[src/rtl/bbc_pkg.sv]
package bbc_pkg;
	typedef enum logic [3:0] {
		OP_BRANCH_IF_BIT_SET,
		OP_BRANCH_IF_BIT_CLEAR,
		OP_BRANCH_AND_CLEAR_BIT,
		OP_DECREMENT_BRANCH_NONZERO,
		OP_REGISTER_BANK_SELECT,
		OP_NO_OPERATION,
		OP_INTERRUPT_ENABLE_INSTRUCTION,
		OP_INTERRUPT_DISABLE_INSTRUCTION,
		OP_HALT,
		OP_STOP
	} bbc_op_e;
	typedef enum logic [2:0] {
		MD_SHORT_DIRECT,
		MD_SPECIAL_REG,
		MD_ACCUM,
		MD_STATUS_WORD,
		MD_POINTER_PAIR,
		MD_REG_B,
		MD_REG_C
	} bbc_mode_e;
	// status word field positions
	localparam int FLAG_IE_POS = 7;
	localparam int BANK_HI_POS = 5;
	localparam int BANK_LO_POS = 3;
	localparam logic [7:0] STATUS_RESET = 8'h00;
	// data memory map
	localparam logic [15:0] SADDR_BASE = 16'hFE00;
	localparam logic [15:0] SFR_BASE = 16'hFF00;
	localparam logic [15:0] HSRAM_FIRST = 16'hFB00;
	localparam logic [15:0] HSRAM_LAST = 16'hFEFF;
	// register port offsets
	localparam logic [3:0] REG_ACC = 4'h0;
	localparam logic [3:0] REG_B = 4'h1;
	localparam logic [3:0] REG_C = 4'h2;
	localparam logic [3:0] REG_PTR_HI = 4'h3;
	localparam logic [3:0] REG_PTR_LO = 4'h4;
	localparam logic [3:0] REG_STATUS = 4'h5;
	localparam logic [3:0] REG_CLK_CTRL = 4'h6;
	localparam logic [3:0] REG_CORE_STATE = 4'h7;
	localparam logic [3:0] REG_PC_LO = 4'h8;
	localparam logic [3:0] REG_PC_HI = 4'h9;
	// processor clock control: divide by 2**sel, sel limited
	localparam logic [2:0] CLK_SEL_MAX = 3'h4;
	localparam logic [2:0] CLK_CTRL_RESET = 3'h0;
	// instruction lengths in bytes
	localparam logic [2:0] LEN_1 = 3'h1;
	localparam logic [2:0] LEN_2 = 3'h2;
	localparam logic [2:0] LEN_3 = 3'h3;
	localparam logic [2:0] LEN_4 = 3'h4;
	// instruction clock counts
	localparam logic [3:0] CYC_2 = 4'h2;
	localparam logic [3:0] CYC_4 = 4'h4;
	localparam logic [3:0] CYC_6 = 4'h6;
	localparam logic [3:0] CYC_8 = 4'h8;
	localparam logic [3:0] CYC_9 = 4'h9;
	localparam logic [3:0] CYC_10 = 4'hA;
	localparam logic [3:0] CYC_11 = 4'hB;
	localparam logic [3:0] CYC_12 = 4'hC;
endpackage

[src/rtl/bbc_clk_div.sv]
`timescale 1ns/1ps
// cpu clock enable from the processor clock control selection
module bbc_clk_div (
	// clock and reset
	input wire logic mclk,
	input wire logic rst_n,
	// control
	input wire logic [2:0] div_sel,
	input wire logic run,
	// one-cycle enable
	output logic cpu_tick
);
	import bbc_pkg::*;
	logic [3:0] div_cnt_reg;
	logic [3:0] div_limit;

	// terminal count for divide by 2**sel
	always_comb begin
		if (div_sel > CLK_SEL_MAX) begin
			div_limit = (4'h1 << CLK_SEL_MAX) - 4'h1;
		end else begin
			div_limit = (4'h1 << div_sel) - 4'h1;
		end
	end

	// free counter, cleared while stopped
	always_ff @(posedge mclk) begin
		if (!rst_n || !run || div_cnt_reg >= div_limit) begin
			div_cnt_reg <= 4'h0;
		end else begin
			div_cnt_reg <= div_cnt_reg + 4'h1;
		end
	end

	assign cpu_tick = run && (div_cnt_reg >= div_limit);
endmodule // bbc_clk_div

[src/rtl/bbc_bit_unit.sv]
`timescale 1ns/1ps
// bit test, bit clear and decrement on one operand byte
module bbc_bit_unit (
	// operand
	input wire logic [7:0] opnd,
	input wire logic [2:0] bit_sel,
	// results
	output logic bit_val,
	output logic [7:0] cleared,
	output logic [7:0] decremented,
	output logic dec_nonzero
);
	// selected bit and its cleared form
	assign bit_val = opnd[bit_sel];
	assign cleared = opnd & ~(8'h01 << bit_sel);
	// decrement first, then test
	assign decremented = opnd - 8'h01;
	assign dec_nonzero = (decremented != 8'h00);
endmodule // bbc_bit_unit

[src/rtl/bbc_exec.sv]
`timescale 1ns/1ps
// execution of bit branches, decrement loops and cpu control instructions
module bbc_exec (
	// clock and reset
	input wire logic mclk,
	input wire logic rst_n,
	// decoded instruction issue
	input wire logic instr_valid,
	output logic instr_ready,
	input wire bbc_pkg::bbc_op_e instr_op,
	input wire bbc_pkg::bbc_mode_e instr_mode,
	input wire logic [2:0] instr_bit,
	input wire logic [7:0] instr_offset,
	input wire logic [7:0] instr_disp,
	input wire logic [1:0] instr_bank,
	// completion
	output logic instr_done,
	output logic branch_taken,
	output logic [15:0] pc_out,
	output logic [2:0] instr_length,
	output logic [3:0] instr_clocks,
	// data memory and special registers
	output logic [15:0] mem_addr,
	output logic mem_rd,
	output logic mem_wr,
	output logic [7:0] mem_wdata,
	input wire logic [7:0] mem_rdata,
	// cpu state
	output logic master_interrupt_flag,
	output logic [1:0] bank_select_bits,
	output logic halt_mode,
	output logic stop_mode,
	input wire logic wake,
	// register port
	input wire logic [3:0] reg_addr,
	input wire logic [7:0] reg_wdata,
	input wire logic reg_wr,
	input wire logic reg_rd,
	output logic [7:0] reg_rdata
);
	import bbc_pkg::*;

	typedef enum logic [1:0] {S_IDLE, S_READ, S_EXEC, S_WAIT} bbc_state_e;

	// area test for the fast or slow clock count
	function automatic logic is_fast(input logic [15:0] addr);
		return (addr >= HSRAM_FIRST) && (addr <= HSRAM_LAST);
	endfunction

	// operand address for memory modes
	function automatic logic [15:0] ea_for(input bbc_mode_e md, input logic [7:0] off,
		input logic [15:0] ptr);
		case (md)
			MD_SHORT_DIRECT: return SADDR_BASE + {8'h00, off};
			MD_SPECIAL_REG: return SFR_BASE + {8'h00, off};
			MD_POINTER_PAIR: return ptr;
			default: return 16'h0000;
		endcase
	endfunction

	// instruction length in bytes
	function automatic logic [2:0] len_for(input bbc_op_e op, input bbc_mode_e md);
		case (op)
			OP_BRANCH_IF_BIT_SET: return (md == MD_SPECIAL_REG) ? LEN_4 : LEN_3;
			OP_BRANCH_IF_BIT_CLEAR, OP_BRANCH_AND_CLEAR_BIT: begin
				if (md == MD_SHORT_DIRECT || md == MD_SPECIAL_REG || md == MD_STATUS_WORD) begin
					return LEN_4;
				end
				return LEN_3;
			end
			OP_DECREMENT_BRANCH_NONZERO: return (md == MD_SHORT_DIRECT) ? LEN_3 : LEN_2;
			OP_NO_OPERATION: return LEN_1;
			default: return LEN_2;
		endcase
	endfunction

	// instruction clocks, fast or slow data area
	function automatic logic [3:0] cyc_for(input bbc_op_e op, input bbc_mode_e md, input logic fast);
		case (op)
			OP_BRANCH_IF_BIT_SET: begin
				case (md)
					MD_SHORT_DIRECT: return fast ? CYC_8 : CYC_9;
					MD_SPECIAL_REG: return CYC_11;
					MD_STATUS_WORD: return CYC_9;
					MD_POINTER_PAIR: return fast ? CYC_10 : CYC_11;
					default: return CYC_8;
				endcase
			end
			OP_BRANCH_IF_BIT_CLEAR: begin
				case (md)
					MD_SHORT_DIRECT: return fast ? CYC_10 : CYC_11;
					MD_SPECIAL_REG: return CYC_11;
					MD_STATUS_WORD: return CYC_11;
					MD_POINTER_PAIR: return fast ? CYC_10 : CYC_11;
					default: return CYC_8;
				endcase
			end
			OP_BRANCH_AND_CLEAR_BIT: begin
				case (md)
					MD_SHORT_DIRECT: return fast ? CYC_10 : CYC_12;
					MD_SPECIAL_REG: return CYC_12;
					MD_STATUS_WORD: return CYC_12;
					MD_POINTER_PAIR: return fast ? CYC_10 : CYC_12;
					default: return CYC_8;
				endcase
			end
			OP_DECREMENT_BRANCH_NONZERO: begin
				if (md == MD_SHORT_DIRECT) begin
					return fast ? CYC_8 : CYC_10;
				end
				return CYC_6;
			end
			OP_REGISTER_BANK_SELECT: return CYC_4;
			OP_NO_OPERATION: return CYC_2;
			default: return CYC_6;
		endcase
	endfunction

	bbc_state_e state_reg;
	bbc_op_e op_reg;
	bbc_mode_e mode_reg;
	logic [2:0] bit_reg;
	logic [7:0] disp_reg;
	logic [1:0] bank_reg;
	logic [15:0] ea_reg;
	logic [3:0] cnt_reg;
	logic [7:0] acc_reg;
	logic [7:0] b_reg;
	logic [7:0] c_reg;
	logic [7:0] ptr_hi_reg;
	logic [7:0] ptr_lo_reg;
	logic [7:0] status_reg;
	logic [15:0] pc_reg;
	logic [2:0] clk_ctrl_reg;
	logic halt_reg;
	logic stop_reg;
	logic taken_reg;
	logic [2:0] len_reg;
	logic [3:0] clocks_reg;
	logic mem_wr_reg;
	logic [7:0] mem_wdata_reg;
	logic [7:0] reg_rdata_reg;
	logic cpu_tick;
	logic accept;
	logic mem_mode;
	logic [15:0] ea_next;
	logic [7:0] opnd;
	logic bit_val;
	logic [7:0] cleared;
	logic [7:0] decremented;
	logic dec_nonzero;
	logic taken;
	logic do_clear;
	logic do_dec;
	logic [7:0] wb_value;

	// cpu clock enable, frozen in stop mode once the stop instruction has used its clocks
	bbc_clk_div u_div (
		.mclk(mclk),
		.rst_n(rst_n),
		.div_sel(clk_ctrl_reg),
		.run(!stop_reg || state_reg != S_IDLE),
		.cpu_tick(cpu_tick)
	);

	// issue handshake and operand address
	assign instr_ready = (state_reg == S_IDLE) && !halt_reg && !stop_reg;
	assign accept = instr_valid && instr_ready;
	assign mem_mode = (instr_mode == MD_SHORT_DIRECT) || (instr_mode == MD_SPECIAL_REG)
		|| (instr_mode == MD_POINTER_PAIR);
	assign ea_next = ea_for(instr_mode, instr_offset, {ptr_hi_reg, ptr_lo_reg});

	// operand source selection
	always_comb begin
		case (mode_reg)
			MD_ACCUM: opnd = acc_reg;
			MD_STATUS_WORD: opnd = status_reg;
			MD_REG_B: opnd = b_reg;
			MD_REG_C: opnd = c_reg;
			default: opnd = mem_rdata;
		endcase
	end

	bbc_bit_unit u_bit (
		.opnd(opnd),
		.bit_sel(bit_reg),
		.bit_val(bit_val),
		.cleared(cleared),
		.decremented(decremented),
		.dec_nonzero(dec_nonzero)
	);

	// branch condition and write-back decision
	always_comb begin
		taken = 1'b0;
		do_clear = 1'b0;
		do_dec = 1'b0;
		case (op_reg)
			OP_BRANCH_IF_BIT_SET: taken = bit_val;
			OP_BRANCH_IF_BIT_CLEAR: taken = !bit_val;
			OP_BRANCH_AND_CLEAR_BIT: begin
				taken = bit_val;
				do_clear = bit_val;
			end
			OP_DECREMENT_BRANCH_NONZERO: begin
				taken = dec_nonzero;
				do_dec = 1'b1;
			end
			default: taken = 1'b0;
		endcase
		wb_value = do_dec ? decremented : cleared;
	end

	// sequencer
	always_ff @(posedge mclk) begin
		if (!rst_n) begin
			state_reg <= S_IDLE;
		end else begin
			case (state_reg)
				S_IDLE: begin
					if (accept) begin
						state_reg <= mem_mode ? S_READ : S_EXEC;
					end
				end
				S_READ: state_reg <= S_EXEC;
				S_EXEC: state_reg <= S_WAIT;
				S_WAIT: begin
					if (instr_done) begin
						state_reg <= S_IDLE;
					end
				end
				default: state_reg <= S_IDLE;
			endcase
		end
	end

	// instruction latch and clock budget in cpu clocks
	always_ff @(posedge mclk) begin
		if (!rst_n) begin
			op_reg <= OP_NO_OPERATION;
			mode_reg <= MD_ACCUM;
			bit_reg <= 3'h0;
			disp_reg <= 8'h00;
			bank_reg <= 2'h0;
			ea_reg <= 16'h0000;
			cnt_reg <= 4'h0;
		end else if (accept) begin
			op_reg <= instr_op;
			mode_reg <= instr_mode;
			bit_reg <= instr_bit;
			disp_reg <= instr_disp;
			bank_reg <= instr_bank;
			ea_reg <= ea_next;
			cnt_reg <= cyc_for(instr_op, instr_mode, !mem_mode || is_fast(ea_next));
		end else if (state_reg != S_IDLE && cpu_tick && cnt_reg != 4'h0) begin
			cnt_reg <= cnt_reg - 4'h1;
		end
	end

	// program counter and completion record
	always_ff @(posedge mclk) begin
		if (!rst_n) begin
			pc_reg <= 16'h0000;
			taken_reg <= 1'b0;
			len_reg <= LEN_1;
			clocks_reg <= CYC_2;
		end else if (state_reg == S_EXEC) begin
			taken_reg <= taken;
			len_reg <= len_for(op_reg, mode_reg);
			clocks_reg <= cyc_for(op_reg, mode_reg, (mode_reg != MD_SHORT_DIRECT && mode_reg != MD_POINTER_PAIR)
				|| is_fast(ea_reg));
			if (taken) begin
				pc_reg <= pc_reg + {13'h0000, len_for(op_reg, mode_reg)} + {{8{disp_reg[7]}}, disp_reg};
			end else begin
				pc_reg <= pc_reg + {13'h0000, len_for(op_reg, mode_reg)};
			end
		end else if (reg_wr && reg_addr == REG_PC_LO) begin
			pc_reg <= {pc_reg[15:8], reg_wdata};
		end else if (reg_wr && reg_addr == REG_PC_HI) begin
			pc_reg <= {reg_wdata, pc_reg[7:0]};
		end
	end

	// working registers, instruction write-back over software
	always_ff @(posedge mclk) begin
		if (!rst_n) begin
			acc_reg <= 8'h00;
			b_reg <= 8'h00;
			c_reg <= 8'h00;
			ptr_hi_reg <= 8'h00;
			ptr_lo_reg <= 8'h00;
		end else begin
			if (reg_wr && reg_addr == REG_ACC) acc_reg <= reg_wdata;
			if (reg_wr && reg_addr == REG_B) b_reg <= reg_wdata;
			if (reg_wr && reg_addr == REG_C) c_reg <= reg_wdata;
			if (reg_wr && reg_addr == REG_PTR_HI) ptr_hi_reg <= reg_wdata;
			if (reg_wr && reg_addr == REG_PTR_LO) ptr_lo_reg <= reg_wdata;
			if (state_reg == S_EXEC && (do_clear || do_dec)) begin
				if (mode_reg == MD_ACCUM) acc_reg <= wb_value;
				if (mode_reg == MD_REG_B) b_reg <= wb_value;
				if (mode_reg == MD_REG_C) c_reg <= wb_value;
			end
		end
	end

	// status word: branch-and-clear on it, the interrupt enable/disable and bank select instructions touch its bits
	always_ff @(posedge mclk) begin
		if (!rst_n) begin
			status_reg <= STATUS_RESET;
		end else if (state_reg == S_EXEC) begin
			case (op_reg)
				OP_BRANCH_AND_CLEAR_BIT: begin
					if (do_clear && mode_reg == MD_STATUS_WORD) begin
						status_reg <= cleared;
					end
				end
				OP_INTERRUPT_ENABLE_INSTRUCTION: status_reg[FLAG_IE_POS] <= 1'b1;
				OP_INTERRUPT_DISABLE_INSTRUCTION: status_reg[FLAG_IE_POS] <= 1'b0;
				OP_REGISTER_BANK_SELECT: begin
					status_reg[BANK_HI_POS] <= bank_reg[1];
					status_reg[BANK_LO_POS] <= bank_reg[0];
				end
				default: status_reg <= status_reg;
			endcase
		end else if (reg_wr && reg_addr == REG_STATUS) begin
			status_reg <= reg_wdata;
		end
	end

	// standby modes, left on wake
	always_ff @(posedge mclk) begin
		if (!rst_n) begin
			halt_reg <= 1'b0;
			stop_reg <= 1'b0;
		end else if (state_reg == S_EXEC && op_reg == OP_HALT) begin
			halt_reg <= 1'b1;
		end else if (state_reg == S_EXEC && op_reg == OP_STOP) begin
			stop_reg <= 1'b1;
		end else if (wake) begin
			halt_reg <= 1'b0;
			stop_reg <= 1'b0;
		end
	end

	// memory write-back of cleared or decremented byte
	always_ff @(posedge mclk) begin
		if (!rst_n) begin
			mem_wr_reg <= 1'b0;
			mem_wdata_reg <= 8'h00;
		end else begin
			mem_wr_reg <= (state_reg == S_EXEC) && (do_clear || do_dec)
				&& (mode_reg == MD_SHORT_DIRECT || mode_reg == MD_SPECIAL_REG
				|| mode_reg == MD_POINTER_PAIR);
			mem_wdata_reg <= wb_value;
		end
	end

	// software clock selection
	always_ff @(posedge mclk) begin
		if (!rst_n) begin
			clk_ctrl_reg <= CLK_CTRL_RESET;
		end else if (reg_wr && reg_addr == REG_CLK_CTRL) begin
			clk_ctrl_reg <= reg_wdata[2:0];
		end
	end

	// register readback, one cycle after the strobe
	always_ff @(posedge mclk) begin
		if (!rst_n) begin
			reg_rdata_reg <= 8'h00;
		end else if (reg_rd) begin
			case (reg_addr)
				REG_ACC: reg_rdata_reg <= acc_reg;
				REG_B: reg_rdata_reg <= b_reg;
				REG_C: reg_rdata_reg <= c_reg;
				REG_PTR_HI: reg_rdata_reg <= ptr_hi_reg;
				REG_PTR_LO: reg_rdata_reg <= ptr_lo_reg;
				REG_STATUS: reg_rdata_reg <= status_reg;
				REG_CLK_CTRL: reg_rdata_reg <= {5'h00, clk_ctrl_reg};
				REG_CORE_STATE: reg_rdata_reg <= {5'h00, state_reg != S_IDLE, stop_reg, halt_reg};
				REG_PC_LO: reg_rdata_reg <= pc_reg[7:0];
				REG_PC_HI: reg_rdata_reg <= pc_reg[15:8];
				default: reg_rdata_reg <= 8'h00;
			endcase
		end else begin
			reg_rdata_reg <= 8'h00;
		end
	end

	// outputs
	assign instr_done = (state_reg == S_WAIT) && (cnt_reg == 4'h0) && !mem_wr_reg;
	assign branch_taken = taken_reg;
	assign pc_out = pc_reg;
	assign instr_length = len_reg;
	assign instr_clocks = clocks_reg;
	assign mem_addr = ea_reg;
	assign mem_rd = (state_reg == S_READ);
	assign mem_wr = mem_wr_reg;
	assign mem_wdata = mem_wdata_reg;
	assign master_interrupt_flag = status_reg[FLAG_IE_POS];
	assign bank_select_bits = {status_reg[BANK_HI_POS], status_reg[BANK_LO_POS]};
	assign halt_mode = halt_reg;
	assign stop_mode = stop_reg;
	assign reg_rdata = reg_rdata_reg;
endmodule // bbc_exec

[config.mk]
export PLATFORM = sky130hd
export DESIGN_NAME = bbc_exec
export DESIGN_NICKNAME = d
export VERILOG_FILES = /design/src/rtl/bbc_pkg.sv /design/src/rtl/bbc_clk_div.sv /design/src/rtl/bbc_bit_unit.sv /design/src/rtl/bbc_exec.sv
export SDC_FILE = /design/constraint.sdc
export NUM_CORES = 1
export LEC_CHECK = 0
export BUFFER_PORTS_ARGS = -buffer_cell sky130_fd_sc_hd__buf_2
export CORE_MARGIN = 1.5
export CORE_UTILIZATION = 64
export DETAILED_ROUTE_END_ITERATION = 8
export PLACE_DENSITY = 0.88
export SLEW_MARGIN = 10
export SYNTH_ARGS = -nofsm -noshare
export SYNTH_HDL_FRONTEND = slang
export SYNTH_SLANG_ARGS = --single-unit
[constraint.sdc]
create_clock -name mclk -period 12.41 [get_ports mclk]
set_clock_uncertainty 0.05 [all_clocks]
set_input_delay 2.482 -clock mclk [delete_from_list [all_inputs] [get_ports mclk]]
set_output_delay 2.482 -clock mclk [all_outputs]
set_load 0.02 [all_outputs]
==> impl_results.md <==
* Status: finished, final reports clean
* Crit start category: primary input
* Min cycle time layout at 5140 ps
* Pwr per Cell Area at 182 nW/um^2
* Multi-input logic area at 6130 sq um
* Number of flops mapped to enable cells by yosys at 0
* Postcts setup bufs at 0
* R2R setup slack at 7330 ps
* Die span in x at 125 um
* CTS buffer count at 17
* Worst setup path class: primary input to flop
* Syn_area_per_cell at 8.03 sq um
* Vias per Instance at 6.58
* Hold Slack at 407 ps
* Initial antenna violation count at 1
* Async set or reset register ratio after synthesis at 0%
* Most frequent cells in the layout: 140 x nand2_1, 140 x dfxtp_1, 118 x buf_2
* Worst-Skew Late Latency at 440 ps
* GP Congestion at 1.02
* DR pass1 iterations at 7
* Number of global-route vias before repair at 8803
* CTS tree: done
* Core area at 14500 sq um
* Hold Crit Depth at 2
* Ys Warns at 0
* Die Ht at 125 um
* Count of cell types in the netlist at 91
* Final instance area at 10600 sq um
* Total grt overflow at 0
* First-pass GRT wire length at 46500 um
* Routed wire length at 29500 um
* Mapped Area at 9500 sq um
* Number of max-cap violations at 0
* Post-Route Setup TNS at 0 ps
* DRT antenna net count at 0
* FMAX at 195 MHz
* GRT Overall Usage at 37.5%
* Worst slew margin at 19.9%
* Final setup violating endpoints at 0
* Peak supply drop at 0.118 mV
* Area after DPL at 10000 sq um
* Max-slew violation count at 0
* Mapped Cells at 1184
* Total power at 1.94 mW
* Fillers at 1131
* Hold Fails Final Rpt at 0
* Area Overhead vs Synth at 11.8%
* Synth area leader: dfxtp_1
* Syn_nets at 1286
* Final period util at 41.4%
* Seq. cell area at 2800 sq um
* Critical path peak fanout at 11
* Die ar. at 15600 sq um
* RSZ-0062 raised after global routing: false
* Synth Register Bits at 140
* # H-tree levels at 4
* Initial Utilization at 65.4%
* Nets at 1356
* Clock tree root driver cell: clkbuf_16
* Ys flop type: dfxtp_1
* CP Capture Type: flop
* Yosys top cell area share at 29.5%
* Total number of vias at 9549
* Input/output buffers at 118
* Post-cts hold buffer count at 0
* I/O pins at 119
* Clk pin slew, worst setup/hold paths at 70 ps
* Row Count at 44
* Path depth of the worst reg2reg path at 20
* Least-Margin Pin Slew at 1190 ps
* Detail Placement HPWL at 21000 um
* Register area share after synthesis at 29.5%
* HP Class: flop to flop
* Share of cells above drive strength 1 at 18.0%
* Arrival @ worst endpoint at 5410 ps
* DRT iter0 DRCs at 1188
* Cell total after placement at 1419
* Wire per inst at 20.3 um
* CP required at 12690 ps
* Clk sinks at 140
* Post_cts resized at 0
* Clk buf depth at 2
* Leakage power at 4.48 nW
* Finished Layout Cells at 1452
* Area contributors post-synth: dfxtp_1 29%, mux2i_1 7.2%, ha_1 5.7%
* Largest net degree at the start of global routing at 59
* # DRC at 0
==> layout make-up <==
type / count / share of cell area, %
Sequential cell: 140 / 26.4
Timing Repair Buffer: 129 / 6.33
Clock buffer: 17 / 4.00
Multi-Input combinational cell: 914 / 57.7
Clock inverter: 15 / 1.58
Antenna cell: 1 / 0.0235
Tap cell: 184 / 2.17
Inverter: 52 / 1.84
==> logic make-up (layout without fill, tap and decap cells) <==
logic type | Yosys count | in the layout | share of synthesized area, %
compound gates | 300 | 300 | 21.7
xor+xnor | 38 | 38 | 3.58
fa+ha+maj | 48 | 48 | 6.72
buf+inv | 130 | 213 | 5.99
flops | 140 | 140 | 29.5
mux | 107 | 107 | 11.9
other cells | 0 | 1 | 0
simple gates | 421 | 421 | 20.7
==> worst max-delay path: stages <==
cell,delay (ps)
buf_2,130
mux2_4,280
mux2_2,300
inv_1,90
ha_1,290
inv_1,110
or4b_1,530
o21ai_0,90
a32oi_1,130
o31ai_4,420
nor2_2,190
a221o_1,360
==> synth_stat cells (all sizes together) (13+ instances only) <==
cell type and number:
a31oi 17, inv 51, mux2 38, nor3 35, nor2 111, dfxtp 140, buf 23, nand3 46
a211oi 19, a221oi 18, nand2 141, clkbuf 55, a21oi 97, ha 43, nand2b 17, xor2 17
xnor2 21, o21ai 55, mux2i 69, and3 13
==> layer usage <==
| layer | part of all wire [%] | global-route usage [%] | vias up |
|---|---|---|---|
| met5 | 0 | 0 | - |
| met4 | 4.9 | 19.1 | 0 |
| met3 | 11 | 8.03 | 131 |
| met2 | 45 | 58.7 | 629 |
| met1 | 40 | 48.8 | 4375 |
| li1 | - | - | 4414 |
==> metrics by stage <==
stage	worst slack [ps]	utilization, %
6_report	7270	73.1
5_1_grt	7040	73.1
4_1_cts	7330	73.1
3_5_place_dp	6900	69.0
3_3_place_gp	6960	69.0
2_1_floorplan	7300	-
==> final timing paths <==
kind                                 start                  endpoint
setup / recovery              mem_rdata[0]   pc_out[13]$_SDFFE_PN0P_
hold / removal    disp_reg[1]$_SDFFE_PN0P_  disp_reg[1]$_SDFFE_PN0P_
setup reg to reg  mode_reg[1]$_SDFFE_PN1P_   pc_out[15]$_SDFFE_PN0P_
hold reg to reg   disp_reg[1]$_SDFFE_PN0P_  disp_reg[1]$_SDFFE_PN0P_
==> where the power goes <==
part	internal [mW]	switching, mW	total (mW)	leakage [nW]
Combinational	0.293	0.522	0.815	3.05
Clock	0.286	0.234	0.520	0.286
Sequential	0.512	0.0894	0.601	1.14
Note: power is estimated with default switching activity, not from simulation.
